File: src/hdl/sci_pkg.sv
// Register map, field layout and timing constants of the serial port
package sci_pkg;
	// Register indices; byte address is four times the index
	localparam logic [15:0] BAUD_IDX = 16'h102B;
	localparam logic [15:0] CTRL_IDX = 16'h102C;
	localparam logic [15:0] STAT_IDX = 16'h102D;
	localparam logic [15:0] DATA_IDX = 16'h102E;
	// Control register fields
	localparam int CTL_TIE  = 7;
	localparam int CTL_TX_DONE_IRQ_EN = 6;
	localparam int CTL_RIE  = 5;
	localparam int CTL_LINE_QUIET_IRQ_EN = 4;
	localparam int CTL_TE   = 3;
	localparam int CTL_RE   = 2;
	localparam int CTL_RWU  = 1;
	localparam int CTL_SBK  = 0;
	localparam logic [7:0] CTRL_RST = 8'h00;
	// Status register fields; bit 0 is unimplemented
	localparam int STS_TX_BUF_EMPTY_FLAG = 7;
	localparam int STS_TC   = 6;
	localparam int STS_RX_BUF_FULL_FLAG = 5;
	localparam int STS_IDLE = 4;
	localparam int STS_OR   = 3;
	localparam int STS_NF   = 2;
	localparam int STS_FE   = 1;
	// Bit-rate register fields
	localparam int BAUD_BAUD_COUNTER_CLEAR    = 7;
	localparam int BAUD_PRE_LO  = 4;
	localparam int BAUD_CHK     = 3;
	localparam int BAUD_RATE_LO = 0;
	localparam logic [4:0] BAUD_HI_RST = 5'h00;
	// Prescaler divide ratios
	localparam logic [5:0] PRE_DIV_0 = 6'h01;
	localparam logic [5:0] PRE_DIV_1 = 6'h03;
	localparam logic [5:0] PRE_DIV_2 = 6'h04;
	localparam logic [5:0] PRE_DIV_3 = 6'h0D;
	localparam logic [5:0] PRE_DIV_4 = 6'h27;
	// Sampling clock ticks per bit, bits per character
	localparam logic [3:0] RT_LAST = 4'hF;
	localparam logic [3:0] CHAR_BITS = 4'hA;
	localparam logic [7:0] IDLE_RT = 8'hA0;
	// Sampling phases of the majority vote
	localparam logic [3:0] VOTE_A = 4'h7;
	localparam logic [3:0] VOTE_B = 4'h8;
	localparam logic [3:0] VOTE_C = 4'h9;
	typedef enum logic {TX_IDLE, TX_SHIFT} tx_state_t;
endpackage

File: src/hdl/sci_ctrl.sv
// Serial port control, status and bit-rate logic behind an APB slave
`timescale 1ns/1ps
`default_nettype none
module sci_ctrl
(
	input  wire logic        pclk,
	input  wire logic        presetn,
	input  wire logic [15:0] paddr,
	input  wire logic        psel,
	input  wire logic        penable,
	input  wire logic        pwrite,
	input  wire logic [31:0] pwdata,
	output logic      [31:0] prdata,
	output logic             pready,
	output logic             pslverr,
	input  wire logic        rxd_in,
	output logic             txd_out,
	output logic             txd_oe,
	output logic             sci_irq
);
	logic [7:0] ctrl_reg;
	logic [4:0] baud_hi_reg;
	logic [2:0] baud_rate_sel;
	logic [7:0] status;
	logic [7:0] arm_reg;
	logic [31:0] prdata_reg;
	logic [5:0] pre_cnt_reg;
	logic [5:0] pre_div;
	logic [6:0] rate_cnt_reg;
	logic [6:0] rate_mask;
	logic [3:0] tx_rt_reg;
	logic pre_tick, rt_tick, bit_tick;
	logic setup, access, wr, rd, hit;
	logic [13:0] idx;
	logic wr_baud, wr_ctrl, wr_data, rd_stat, rd_data;
	logic tx_buf_empty_flag, tc, rx_buf_full_flag, idle, ovr, nf, fe;
	logic tx_pre_pend, tx_brk_pend, te_q;
	sci_pkg::tx_state_t tx_state;
	logic [9:0] tx_shift_reg;
	logic [3:0] tx_cnt_reg;
	logic [7:0] tx_buf_reg;
	logic tx_idle_cond;
	logic rx_active;
	logic [3:0] rx_phase, rx_bitn;
	logic [7:0] rx_shift_reg, rx_data_reg;
	logic [2:0] votes;
	logic rx_noise, vote_bit, frame_done;
	logic [7:0] quiet_cnt;
	logic line_busy, idle_seen;
	logic irq_next;
	logic baud_counter_clear;
	logic [2:0] pre_sel;

	// APB decode; index is the byte address over four
	assign setup = psel && !penable;
	assign access = psel && penable;
	assign idx = paddr[15:2];
	assign hit = paddr[1:0] == 2'h0 &&
		(idx == sci_pkg::BAUD_IDX[13:0] || idx == sci_pkg::CTRL_IDX[13:0]
		|| idx == sci_pkg::STAT_IDX[13:0] || idx == sci_pkg::DATA_IDX[13:0]);
	assign wr = access && pwrite && hit;
	assign rd = access && !pwrite && hit;
	assign wr_baud = wr && idx == sci_pkg::BAUD_IDX[13:0];
	assign wr_ctrl = wr && idx == sci_pkg::CTRL_IDX[13:0];
	assign wr_data = wr && idx == sci_pkg::DATA_IDX[13:0];
	assign rd_stat = rd && idx == sci_pkg::STAT_IDX[13:0];
	assign rd_data = rd && idx == sci_pkg::DATA_IDX[13:0];
	assign pready = 1'b1;
	assign pslverr = access && !hit;
	assign prdata = prdata_reg;

	// Status word as software sees it
	always_comb
	begin
		status = 8'h00;
		status[sci_pkg::STS_TX_BUF_EMPTY_FLAG] = tx_buf_empty_flag;
		status[sci_pkg::STS_TC] = tc;
		status[sci_pkg::STS_RX_BUF_FULL_FLAG] = rx_buf_full_flag;
		status[sci_pkg::STS_IDLE] = idle;
		status[sci_pkg::STS_OR] = ovr;
		status[sci_pkg::STS_NF] = nf;
		status[sci_pkg::STS_FE] = fe;
	end

	// Read data captured in the setup cycle
	always_ff @(posedge pclk or negedge presetn)
	begin
		if (!presetn)
			prdata_reg <= 32'h0000_0000;
		else if (setup && !pwrite)
		begin
			prdata_reg <= 32'h0000_0000;
			case (paddr[15:2])
				sci_pkg::BAUD_IDX[13:0]:
					prdata_reg[7:0] <= {baud_hi_reg, baud_rate_sel};
				sci_pkg::CTRL_IDX[13:0]:
					prdata_reg[7:0] <= ctrl_reg;
				sci_pkg::STAT_IDX[13:0]:
					prdata_reg[7:0] <= status;
				sci_pkg::DATA_IDX[13:0]:
					prdata_reg[7:0] <= rx_data_reg;
				default:
					prdata_reg <= 32'h0000_0000;
			endcase
		end
	end

	// Control register; sleep also cleared by hardware on idle line
	always_ff @(posedge pclk or negedge presetn)
	begin
		if (!presetn)
			ctrl_reg <= sci_pkg::CTRL_RST;
		else
		begin
			if (wr_ctrl)
				ctrl_reg <= pwdata[7:0];
			if (idle_seen && ctrl_reg[sci_pkg::CTL_RWU])
				ctrl_reg[sci_pkg::CTL_RWU] <= 1'b0;
		end
	end

	// Upper bit-rate fields are reset; the rate select is not
	always_ff @(posedge pclk or negedge presetn)
	begin
		if (!presetn)
			baud_hi_reg <= sci_pkg::BAUD_HI_RST;
		else if (wr_baud)
			baud_hi_reg <= pwdata[7:3];
	end

	// Rate select survives reset
	always_ff @(posedge pclk)
	begin
		if (wr_baud)
			baud_rate_sel <= pwdata[2:0];
	end

	assign baud_counter_clear = baud_hi_reg[sci_pkg::BAUD_BAUD_COUNTER_CLEAR - 3];
	assign pre_sel = baud_hi_reg[sci_pkg::BAUD_PRE_LO - 1 -: 3];

	// Prescaler ratio; undecoded codes fall back to the fastest
	always_comb
	begin
		case (pre_sel)
			3'h0: pre_div = sci_pkg::PRE_DIV_0;
			3'h1: pre_div = sci_pkg::PRE_DIV_1;
			3'h2: pre_div = sci_pkg::PRE_DIV_2;
			3'h3: pre_div = sci_pkg::PRE_DIV_3;
			3'h4: pre_div = sci_pkg::PRE_DIV_4;
			default: pre_div = sci_pkg::PRE_DIV_0;
		endcase
	end

	assign pre_tick = !baud_counter_clear && pre_cnt_reg >= pre_div - 6'h01;
	assign rate_mask = 7'((8'h01 << baud_rate_sel) - 8'h01);
	assign rt_tick = pre_tick && (rate_cnt_reg & rate_mask) == rate_mask;
	assign bit_tick = rt_tick && tx_rt_reg == sci_pkg::RT_LAST;

	// Prescaler, binary divider and bit-clock divider; test bit holds clear
	always_ff @(posedge pclk or negedge presetn)
	begin
		if (!presetn)
		begin
			pre_cnt_reg <= 6'h00;
			rate_cnt_reg <= 7'h00;
			tx_rt_reg <= 4'h0;
		end
		else if (baud_counter_clear)
		begin
			pre_cnt_reg <= 6'h00;
			rate_cnt_reg <= 7'h00;
			tx_rt_reg <= 4'h0;
		end
		else
		begin
			pre_cnt_reg <= pre_tick ? 6'h00 : pre_cnt_reg + 6'h01;
			if (pre_tick)
				rate_cnt_reg <= rate_cnt_reg + 7'h01;
			if (rt_tick)
				tx_rt_reg <= tx_rt_reg + 4'h1;
		end
	end

	// Status snapshot that arms the clear on the following data access
	always_ff @(posedge pclk or negedge presetn)
	begin
		if (!presetn)
			arm_reg <= 8'h00;
		else if (rd_stat)
			arm_reg <= status;
		else if (wr_data)
			arm_reg[7:6] <= 2'h0;
		else if (rd_data)
			arm_reg[5:0] <= 6'h00;
	end

	// Transmitter pending work: preamble on enable, break on request
	always_ff @(posedge pclk or negedge presetn)
	begin
		if (!presetn)
		begin
			te_q <= 1'b0;
			tx_pre_pend <= 1'b0;
			tx_brk_pend <= 1'b0;
		end
		else
		begin
			te_q <= ctrl_reg[sci_pkg::CTL_TE];
			if (ctrl_reg[sci_pkg::CTL_TE] && !te_q)
				tx_pre_pend <= 1'b1;
			else if (bit_tick && tx_state == sci_pkg::TX_IDLE)
				tx_pre_pend <= 1'b0;
			if (wr_ctrl && pwdata[sci_pkg::CTL_SBK])
				tx_brk_pend <= 1'b1;
			else if (bit_tick && tx_state == sci_pkg::TX_IDLE && !tx_pre_pend)
				tx_brk_pend <= 1'b0;
		end
	end

	// Frame shifter, one bit per bit-clock tick
	always_ff @(posedge pclk or negedge presetn)
	begin
		if (!presetn)
		begin
			tx_state <= sci_pkg::TX_IDLE;
			tx_shift_reg <= 10'h3FF;
			tx_cnt_reg <= 4'h0;
		end
		else if (bit_tick)
		begin
			case (tx_state)
				sci_pkg::TX_IDLE:
				begin
					tx_cnt_reg <= 4'h0;
					if (!ctrl_reg[sci_pkg::CTL_TE])
						tx_shift_reg <= 10'h3FF;
					else if (tx_pre_pend)
					begin
						tx_shift_reg <= 10'h3FF;
						tx_state <= sci_pkg::TX_SHIFT;
					end
					else if (tx_brk_pend || ctrl_reg[sci_pkg::CTL_SBK])
					begin
						tx_shift_reg <= 10'h000;
						tx_state <= sci_pkg::TX_SHIFT;
					end
					else if (!tx_buf_empty_flag)
					begin
						tx_shift_reg <= {1'b1, tx_buf_reg, 1'b0};
						tx_state <= sci_pkg::TX_SHIFT;
					end
				end
				sci_pkg::TX_SHIFT:
				begin
					tx_shift_reg <= {1'b1, tx_shift_reg[9:1]};
					tx_cnt_reg <= tx_cnt_reg + 4'h1;
					if (tx_cnt_reg == sci_pkg::CHAR_BITS - 4'h1)
						tx_state <= sci_pkg::TX_IDLE;
				end
				default:
					tx_state <= sci_pkg::TX_IDLE;
			endcase
		end
	end

	// Line drive; pin released once disabled and idle
	assign txd_out = tx_state == sci_pkg::TX_SHIFT ? tx_shift_reg[0] : 1'b1;
	assign txd_oe = ctrl_reg[sci_pkg::CTL_TE] || tx_state == sci_pkg::TX_SHIFT;

	// Transmit buffer register
	always_ff @(posedge pclk or negedge presetn)
	begin
		if (!presetn)
			tx_buf_reg <= 8'h00;
		else if (wr_data)
			tx_buf_reg <= pwdata[7:0];
	end

	assign tx_idle_cond = tx_state == sci_pkg::TX_IDLE && !tx_pre_pend
		&& !tx_brk_pend && !ctrl_reg[sci_pkg::CTL_SBK]
		&& (tx_buf_empty_flag || !ctrl_reg[sci_pkg::CTL_TE])
		&& !(wr_data && arm_reg[sci_pkg::STS_TX_BUF_EMPTY_FLAG]);

	// Transmit flags; a set in the clearing cycle wins for the empty flag, while an armed data write blocks the tc set
	always_ff @(posedge pclk or negedge presetn)
	begin
		if (!presetn)
		begin
			tx_buf_empty_flag <= 1'b1;
			tc <= 1'b1;
		end
		else
		begin
			if (bit_tick && tx_state == sci_pkg::TX_IDLE && !tx_buf_empty_flag
				&& ctrl_reg[sci_pkg::CTL_TE] && !tx_pre_pend
				&& !tx_brk_pend && !ctrl_reg[sci_pkg::CTL_SBK])
				tx_buf_empty_flag <= 1'b1;
			else if (!ctrl_reg[sci_pkg::CTL_TE] && tx_state == sci_pkg::TX_IDLE)
				tx_buf_empty_flag <= 1'b1;
			else if (wr_data && arm_reg[sci_pkg::STS_TX_BUF_EMPTY_FLAG])
				tx_buf_empty_flag <= 1'b0;
			if (tx_idle_cond)
				tc <= 1'b1;
			else if (wr_data && arm_reg[sci_pkg::STS_TC])
				tc <= 1'b0;
		end
	end

	// Majority vote over the three centre samples
	assign vote_bit = (votes[0] & votes[1]) | (votes[0] & rxd_in)
		| (votes[1] & rxd_in);
	assign rx_noise = !(votes[0] == votes[1] && votes[1] == rxd_in);
	assign frame_done = rt_tick && rx_active && rx_phase == sci_pkg::VOTE_C
		&& rx_bitn == sci_pkg::CHAR_BITS - 4'h1;

	// Receiver: start search, sampling and shifting
	always_ff @(posedge pclk or negedge presetn)
	begin
		if (!presetn)
		begin
			rx_active <= 1'b0;
			rx_phase <= 4'h0;
			rx_bitn <= 4'h0;
			votes <= 3'h0;
			rx_shift_reg <= 8'h00;
		end
		else if (!ctrl_reg[sci_pkg::CTL_RE])
			rx_active <= 1'b0;
		else if (rt_tick)
		begin
			if (!rx_active)
			begin
				rx_active <= !rxd_in;
				rx_phase <= 4'h1;
				rx_bitn <= 4'h0;
				votes[2] <= 1'b0;
			end
			else
			begin
				rx_phase <= rx_phase + 4'h1;
				if (rx_phase == sci_pkg::VOTE_A)
					votes[0] <= rxd_in;
				if (rx_phase == sci_pkg::VOTE_B)
					votes[1] <= rxd_in;
				if (rx_phase == sci_pkg::VOTE_C)
				begin
					rx_bitn <= rx_bitn + 4'h1;
					votes[2] <= votes[2] | rx_noise;
					if (rx_bitn == 4'h0 && vote_bit)
						rx_active <= 1'b0;
					if (rx_bitn != 4'h0 && rx_bitn != 4'h9)
						rx_shift_reg <= {vote_bit, rx_shift_reg[7:1]};
					if (frame_done)
						rx_active <= 1'b0;
				end
			end
		end
	end

	// Receive flags; set beats a clearing data read
	always_ff @(posedge pclk or negedge presetn)
	begin
		if (!presetn)
		begin
			rx_buf_full_flag <= 1'b0;
			ovr <= 1'b0;
			nf <= 1'b0;
			fe <= 1'b0;
			rx_data_reg <= 8'h00;
		end
		else if (frame_done && !ctrl_reg[sci_pkg::CTL_RWU])
		begin
			if (rx_buf_full_flag || fe)
				ovr <= 1'b1;
			else
			begin
				rx_buf_full_flag <= 1'b1;
				rx_data_reg <= rx_shift_reg;
				nf <= votes[2] | rx_noise;
				fe <= !vote_bit;
			end
		end
		else if (rd_data)
		begin
			if (arm_reg[sci_pkg::STS_RX_BUF_FULL_FLAG])
				rx_buf_full_flag <= 1'b0;
			if (arm_reg[sci_pkg::STS_OR])
				ovr <= 1'b0;
			if (arm_reg[sci_pkg::STS_NF])
				nf <= 1'b0;
			if (arm_reg[sci_pkg::STS_FE])
				fe <= 1'b0;
		end
	end

	assign idle_seen = line_busy && quiet_cnt == sci_pkg::IDLE_RT;

	// Idle detection: a full character of ones after activity
	always_ff @(posedge pclk or negedge presetn)
	begin
		if (!presetn)
		begin
			quiet_cnt <= 8'h00;
			line_busy <= 1'b0;
			idle <= 1'b0;
		end
		else
		begin
			if (!ctrl_reg[sci_pkg::CTL_RE] || rx_active || !rxd_in)
				quiet_cnt <= 8'h00;
			else if (rt_tick && quiet_cnt != sci_pkg::IDLE_RT)
				quiet_cnt <= quiet_cnt + 8'h01;
			if (rx_active)
				line_busy <= 1'b1;
			else if (idle_seen)
				line_busy <= 1'b0;
			if (idle_seen && !ctrl_reg[sci_pkg::CTL_RWU])
				idle <= 1'b1;
			else if (rd_data && arm_reg[sci_pkg::STS_IDLE])
				idle <= 1'b0;
		end
	end

	// Interrupt sources gated by their enables, receiver ones by sleep
	assign irq_next = (ctrl_reg[sci_pkg::CTL_TIE] && tx_buf_empty_flag)
		|| (ctrl_reg[sci_pkg::CTL_TX_DONE_IRQ_EN] && tc)
		|| (ctrl_reg[sci_pkg::CTL_RIE] && !ctrl_reg[sci_pkg::CTL_RWU]
			&& (rx_buf_full_flag || ovr))
		|| (ctrl_reg[sci_pkg::CTL_LINE_QUIET_IRQ_EN] && !ctrl_reg[sci_pkg::CTL_RWU]
			&& idle);

	// Registered interrupt request
	always_ff @(posedge pclk or negedge presetn)
	begin
		if (!presetn)
			sci_irq <= 1'b0;
		else
			sci_irq <= irq_next;
	end

	// Checks
	tx_empty_irq_a: assert property (@(posedge pclk) disable iff (!presetn)
		ctrl_reg[sci_pkg::CTL_TIE] && tx_buf_empty_flag |=> sci_irq)
		else $error("tx empty irq missing");
	tx_done_irq_a: assert property (@(posedge pclk) disable iff (!presetn)
		ctrl_reg[sci_pkg::CTL_TX_DONE_IRQ_EN] && tc |=> sci_irq)
		else $error("tx done irq missing");
	rx_full_irq_a: assert property (@(posedge pclk) disable iff (!presetn)
		ctrl_reg[sci_pkg::CTL_RIE] && !ctrl_reg[sci_pkg::CTL_RWU]
		&& (rx_buf_full_flag || ovr) |=> sci_irq)
		else $error("rx irq missing");
	idle_irq_a: assert property (@(posedge pclk) disable iff (!presetn)
		ctrl_reg[sci_pkg::CTL_LINE_QUIET_IRQ_EN] && !ctrl_reg[sci_pkg::CTL_RWU]
		&& idle |=> sci_irq)
		else $error("idle irq missing");
	preamble_queue_a: assert property (@(posedge pclk) disable iff (!presetn)
		$rose(ctrl_reg[sci_pkg::CTL_TE]) |=> tx_pre_pend)
		else $error("preamble not queued");
	rx_disable_a: assert property (@(posedge pclk) disable iff (!presetn)
		!ctrl_reg[sci_pkg::CTL_RE] |=> !rx_active)
		else $error("receiver runs while disabled");
	sleep_mask_a: assert property (@(posedge pclk) disable iff (!presetn)
		ctrl_reg[sci_pkg::CTL_RWU] && !ctrl_reg[sci_pkg::CTL_TIE]
		&& !ctrl_reg[sci_pkg::CTL_TX_DONE_IRQ_EN] |=> !sci_irq)
		else $error("irq while asleep");
	break_queue_a: assert property (@(posedge pclk) disable iff (!presetn)
		wr_ctrl && pwdata[sci_pkg::CTL_SBK] |=> tx_brk_pend)
		else $error("break not queued");
	rx_clear_a: assert property (@(posedge pclk) disable iff (!presetn)
		rd_data && arm_reg[sci_pkg::STS_RX_BUF_FULL_FLAG] && !frame_done |=> !rx_buf_full_flag)
		else $error("rx_buf_full_flag not cleared");
	prescale_13_a: assert property (@(posedge pclk) disable iff (!presetn)
		pre_tick && pre_sel == 3'h3 && !wr_baud |=> !pre_tick [*8])
		else $error("prescaler too fast");
	stat_bit0_a: assert property (@(posedge pclk) disable iff (!presetn)
		setup && !pwrite && paddr[15:2] == sci_pkg::STAT_IDX[13:0]
		|=> prdata[0] == 1'b0)
		else $error("status bit 0 set");
endmodule // sci_ctrl
`default_nettype wire

File: config.mk
export PLATFORM = sky130hd
export DESIGN_NAME = sci_ctrl
export DESIGN_NICKNAME = d
export VERILOG_FILES = /design/src/hdl/sci_pkg.sv /design/src/hdl/sci_ctrl.sv
export SDC_FILE = /design/constraint.sdc
export NUM_CORES = 1
export LEC_CHECK = 0
export ABC_AREA = 1
export BUFFER_PORTS_ARGS = -buffer_cell sky130_fd_sc_hd__buf_2
export CAP_MARGIN = 20
export CORE_UTILIZATION = 52
export DETAILED_ROUTE_END_ITERATION = 8
export GPL_ROUTABILITY_DRIVEN = 0
export GPL_TIMING_DRIVEN = 0
export PLACE_DENSITY_LB_ADDON = 0.05
export SETUP_SLACK_MARGIN = 0.02
export SLEW_MARGIN = 0
export SYNTH_ARGS = -nofsm -noshare
export SYNTH_HDL_FRONTEND = slang
export SYNTH_SLANG_ARGS = --single-unit
File: constraint.sdc
create_clock -name pclk -period 2.75 [get_ports pclk]
set_clock_uncertainty 0.05 [all_clocks]
set_input_delay 0.4125 -clock pclk [delete_from_list [all_inputs] [get_ports pclk]]
set_output_delay 0.4125 -clock pclk [all_outputs]
set_load 0.01 [all_outputs]
# Word level (Yosys, flattened, before mapping)

Index checks and enable logic that the tools add are counted.

Register bits: 120
Input port bits: 54
Output and inout port bits: 37

Add/sub/neg operators: 9
$lt $le $gt $ge: 1
Equality and inequality tests: 26
Shift operators: 1
Multiplexer cells: 69
Bitwise gates (word level): 9
Reductions and logical operators: 113

Operators by type and width:

| kind                                                   | number |
|---|---|
| equality test 14 x 13 -> 1 bit (second input constant) | 4 |
| logical AND 1 bit                                      | 52 |
| 2-to-1 mux 1 bit                                       | 44 |
| 2-to-1 mux 10 bit                                      | 4 |
| one-hot mux 8 bit (4 select lines)                     | 1 |
| nonzero test 2 bit                                     | 16 |
| 2-to-1 mux 6 bit                                       | 4 |
| 2-to-1 mux 8 bit                                       | 3 |
| one-hot mux 6 bit (4 select lines)                     | 1 |
| equality test 4 bit (second input constant)            | 5 |
| 2-to-1 mux 4 bit                                       | 5 |
| one-hot mux 10 bit (2 select lines)                    | 1 |
| adder 4 x 1 -> 4 bit (second input constant)           | 4 |
| zero test 1 bit                                        | 16 |
| AND reduction 3 bit                                    | 5 |
| 2-to-1 mux 7 bit                                       | 2 |
| logical OR 1 bit                                       | 13 |
| adder 8 x 1 -> 8 bit (second input constant)           | 1 |
| equality test 8 bit (second input constant)            | 1 |
| != test 2 x 1 -> 1 bit (second input constant)         | 4 |
| != test 8 bit (second input constant)                  | 1 |
| one-hot mux 4 bit (2 select lines)                     | 1 |
| AND reduction 2 bit                                    | 4 |
| AND reduction 4 bit                                    | 2 |
| other kinds (26)                                       | 34 |

# Depth between registers and ports, before layout

Word-level depth: 14
Mapped depth: 21
Mapped depth without buffers: 20

# Worst setup path after synthesis

Ideal clock, no wire load.

Path kind: register to register
Start: register baud_hi_reg[3]
End: register fe
Library setup time: 0.116 ns
Arrival: 2.572 ns
Slack: 0.012 ns
Stages on the path, launching flop included: 22
Path buffers: 2
Clock period less this slack: 2.738 ns
Cell sequence: dfrtp_1 > inv_1 > nor2_1 > inv_1 > nor2_1 > nor2_1 > ha_1 > xor2_1 > ha_1 > nand2_1 > nor2_1 > nand2_1 > nand2_1 > nand3_1 > nor2_4 > buf_4 > nand4_1 > buf_2 > nand2_1 > nand2_1 > nand2_1 > nand2_1

Longest elaborated chain between the ends: 12
Elaborated cells on any way between the ends: 18

Ends and longest elaborated chain:

| what                                                                 | RTL line        | source |
|---|---|---|
| from (decl)                                                          | sci_ctrl.sv:22  | `logic [4:0] baud_hi_reg;` |
| from (signal assigned)                                               | sci_ctrl.sv:126 | `baud_hi_reg <= sci_pkg::BAUD_HI_RST;` |
| from (signal assigned)                                               | sci_ctrl.sv:128 | `baud_hi_reg <= pwdata[7:3];` |
| equality test 3 bit, or another cell as far along                    | sci_ctrl.sv:144 | `case (pre_sel)` |
| one-hot mux 6 bit (4 select lines) (*)                               | sci_ctrl.sv:144 |  |
| subtractor 6 x 1 -> 6 bit (*)                                        | sci_ctrl.sv:154 | `assign pre_tick = !baud_counter_clear && pre_cnt_reg >= pre_div - 6'h01;` |
| greater-or-equal comparator 6 bit (*)                                | sci_ctrl.sv:154 |  |
| logical AND 1 bit (*)                                                | sci_ctrl.sv:154 |  |
| logical AND 1 bit (*)                                                | sci_ctrl.sv:156 | `assign rt_tick = pre_tick && (rate_cnt_reg & rate_mask) == rate_mask;` |
| logical AND 1 bit (*) (2 in series)                                  | sci_ctrl.sv:313 | `assign frame_done = rt_tick && rx_active && rx_phase == sci_pkg::VOTE_C` |
| logical AND 1 bit (*)                                                | sci_ctrl.sv:314 | `&& rx_bitn == sci_pkg::CHAR_BITS - 4'h1;` |
| logical AND 1 bit (*)                                                | sci_ctrl.sv:371 | `else if (frame_done && !ctrl_reg[sci_pkg::CTL_RWU])` |
| != test 2 bit (no line) / nonzero test 2 bit (equally long branches) | -               |  |
| AND reduction 3 bit (no line)                                        | -               |  |
| to (signal assigned)                                                 | sci_ctrl.sv:380 | `fe <= !vote_bit;` |
| to (decl)                                                            | sci_ctrl.sv:36  | `logic tx_buf_empty_flag, tc, rx_buf_full_flag, idle, ovr, nf, fe;` |

Every way passes the cells marked *; elsewhere a longest branch is shown, timed or not.
A chain may end at the register's enable or synchronous reset.

# Worst setup path in the final report

Start: register baud_hi_reg[2]
End: register rx_data_reg[3]

Longest elaborated chain between the ends: 11
Elaborated cells on any way between the ends: 14

Ends and longest elaborated chain:

| what                                              | RTL line        | source |
|---|---|---|
| equality test 3 bit, or another cell as far along | sci_ctrl.sv:144 |  |
| one-hot mux 6 bit (4 select lines) (*)            | sci_ctrl.sv:144 |  |
| subtractor 6 x 1 -> 6 bit (*)                     | sci_ctrl.sv:154 |  |
| greater-or-equal comparator 6 bit (*)             | sci_ctrl.sv:154 |  |
| logical AND 1 bit (*)                             | sci_ctrl.sv:154 |  |
| logical AND 1 bit (*)                             | sci_ctrl.sv:156 |  |
| logical AND 1 bit (*) (2 in series)               | sci_ctrl.sv:313 |  |
| logical AND 1 bit (*)                             | sci_ctrl.sv:314 |  |
| logical AND 1 bit (*)                             | sci_ctrl.sv:371 |  |
| AND reduction 2 bit (no line) (*)                 | -               |  |
| to (signal assigned)                              | sci_ctrl.sv:378 | `rx_data_reg <= rx_shift_reg;` |
| to (decl)                                         | sci_ctrl.sv:45  | `logic [7:0] rx_shift_reg, rx_data_reg;` |

Marked as above.

==> results_dict.tcl <==
set metrics [dict create \
    internal_power_uw 3340 \
    pre_cts_ws_ps -327 \
    violations "negative setup slack" \
    worstPathCellList "nor2_4, inv_2, nor2_2, nor2_1, ha_2, xor2_1, ha_1, nand2_1, nor2_1, nand2_1, nand2_4, nand3_4, nor2_4, buf_6, nand4_1, buf_6, buf_6, nand2_2, o21ai_1" \
    wl_per_cell_um 14.4 \
    leakage_uw 0.00392 \
    fp.dieH_um 113 \
    grt_max_degree 76 \
    first_pass_iters 5 \
    clkSinkCount 119 \
    place_area_mm2 0.00689 \
    insertion_delay_ps 420 \
    seq_power_share_pct 41.5 \
    io_pins 91 \
    critical_path_class "register to register" \
    ir_worst_vdd_v 0.000485 \
    cp.buffers_inverters 4 \
    power_density_mw_per_mm2 510 \
    ys_warn_count 0 \
    crit_slowest_cell "dfrtp_1" \
    htreeDepth 4 \
    endpoint_kind "register" \
    p_total_uw 4240 \
    final_antenna_net_count 0 \
    required_ps 3000 \
    drive_gt1_share_pct 28.8 \
    status "finished with violations" \
    grt_overflow 0 \
    grt_pass1_vias 5383 \
    drc 0 \
    drt_wl_total_mm 15.5 \
    clkPwrFrac_pct 55.2 \
    min_period_over_period_pct 102 \
    n_antenna_cell 0 \
    cp_common_cell "buf_6" \
    stdcell_area_mm2 0.00831 \
    cts_tree "built" \
    syn_to_final_growth_pct 30.2 \
    finalWorstSetupSlack_ps -68.3 \
    slew_headroom_pct 35.4 \
    worst_slew_pin_slew_ps 960 \
    hold_ws_ps 183 \
    finalSetupViolCount 24 \
    synth_edf_count 3 \
    yosys-top-cells-count "163 x nand2_1, 118 x inv_1, 104 x dfrtp_1" \
    synth_top_area_share_pct 40.8 \
    min_path_type "input port to register" \
    yosysSeqAreaShare_pct 47.2 \
    avgViaCountPerCell 5.21 \
    yosysMostFrequentCell "nand2_1" \
    ys_ff_latch 119 \
    die_area_mm2 0.0127 \
    clk_path_buf_depth 2 \
    track_usage_pct 25.2 \
    clkSlewWorstSetupHoldPaths_ps 60 \
    syn_area_mm2 0.00638 \
    cts_made_buffers 17 \
    switching_share_pct 21.1 \
    fin_util_pct 69.4 \
    rsz0062_at_grt "yes" \
    grt_pass1_wl_mm 24.9 \
    place.detailed.hpwl_mm 10.4 \
    port_buffers 41 \
    fin_crit_ps 2820 \
    hold_violations 0 \
    largest_register_ffs 10 \
    synth_area_per_cell_um2 8.07 \
    num_rows 40 \
    initialDrtViolationCount 393 \
    ys.flop_type "dfrtp_1" \
    async_flop_share_pct 97.5 \
    antenna_found_initial 0 \
    fmax_mhz 355 \
    start_util_pct 53.3 \
    die_w_um 113 \
    yosysTopAreaCell "dfrtp_1" \
    synth.area.top_cells "dfrtp_1 41%, nand2_1 9.6%, o21ai_0 7.0%" \
    cp-start-kind "register" \
    cts_root_buf "clkbuf_16" \
    p_sw_uw 893 \
    worstPathArrival_ps 3070 \
    slowest_delay_ps 430 \
    combPwrFrac_pct 3.2 \
    core_area_mm2 0.0120 \
    final_nets 987 \
    synthesis.instances 790 \
    critical-path-top-delay-family "simple AND/OR/NAND/NOR gates" \
    fill_cells 937 \
    crit_fanout 5 \
    vias 5576 \
    drv_slew 0 \
    ys_types 43 \
    drv_cap 0 \
]
## what timing repair did
action,4_1_cts,5_1_grt
hold buffers,1,0
cloned,1,3
setup endpoints to repair,61,64
hold endpoints to repair,29,0
gates resized for setup,44,138
buffers inserted,16,16
pin swaps,10,38
## kinds of logic (layout without fill, tap and decap cells)
| group | count (synthesis) | after routing | share of synthesized area [%] |
|---|---|---|---|
| AND/OR/NAND/NOR | 326 | 326 | 22.2 |
| flip-flops | 119 | 119 | 47.2 |
| multiplexers | 1 | 1 | 0.177 |
| XOR/XNOR | 8 | 8 | 1.10 |
| AO/OA/AOI/OAI | 153 | 153 | 13.7 |
| other | 2 | 25 | 0.118 |
| buffers and inverters | 158 | 268 | 11.1 |
| adder cells (fa/ha/maj) | 23 | 23 | 4.51 |
## routing by layer
| layer | vias to the layer above | part of all wire (%) | track usage (%) |
|---|---|---|---|
| met1 | 2656 | 41 | 30.7 |
| met3 | 24 | 4.0 | 5.57 |
| met2 | 114 | 53 | 43.2 |
| met5 | - | 0 | 0 |
| met4 | 0 | 1.7 | 11.3 |
| li1 | 2782 | - | - |
## area by class of cell
cell class                      instances  area, um2  area share, %
Sequential cell                       119       3010           36.2
Multi-Input combinational cell        536       3160           38.0
Clock inverter                         13        180           2.17
Buffer                                 37        272           3.27
Clock buffer                           19        443           5.33
Inverter                              121        472           5.68
Timing Repair Buffer                   77        581           6.99
Tap cell                              147        184           2.21
Timing Repair inverter                  1       7.51         0.0904
## placed cells by master, fill, tap and decap left out, types with 25 or more instances in the layout
| cell | n |
|---|---|
| nand3_1 | 49 |
| inv_1 | 109 |
| nand2_1 | 131 |
| buf_4 | 45 |
| buf_2 | 41 |
| o21ai_0 | 53 |
| conb_1 | 25 |
| nor2_1 | 54 |
| dfrtp_1 | 104 |
## power groups by stage
stage	registers, uW	clock network (uW)	logic, uW
after global routing	1760	2450	153
after detailed placement	1790	0	136
after CTS	1760	2380	137
after floorplan	1790	0	59.1
final	1760	2340	137
after global placement	1790	0	127
## through the flow
step                std cells  TNS, ps
floorplan                 813        0
global placement         1001   -29230
detailed placement       1002   -10740
CTS                      1052     -470
global route             1070    -8640
finish                   1070     -687
## worst paths after layout
kind                                start               end  slack (ps)  cells past startpoint
max                        baud_hi_reg[2]    rx_data_reg[3]         -70                     19
min                             pwdata[0]  baud_rate_sel[0]         180                      1
max reg2reg                baud_hi_reg[2]    rx_data_reg[3]         -70                     19
min reg2reg                          te_q       tx_pre_pend         380                      1
max in group asynchronous         presetn    rx_data_reg[5]        1530                      3
min in group asynchronous         presetn    pre_cnt_reg[4]         420                      2
Note: power is estimated with default switching activity, not from simulation.
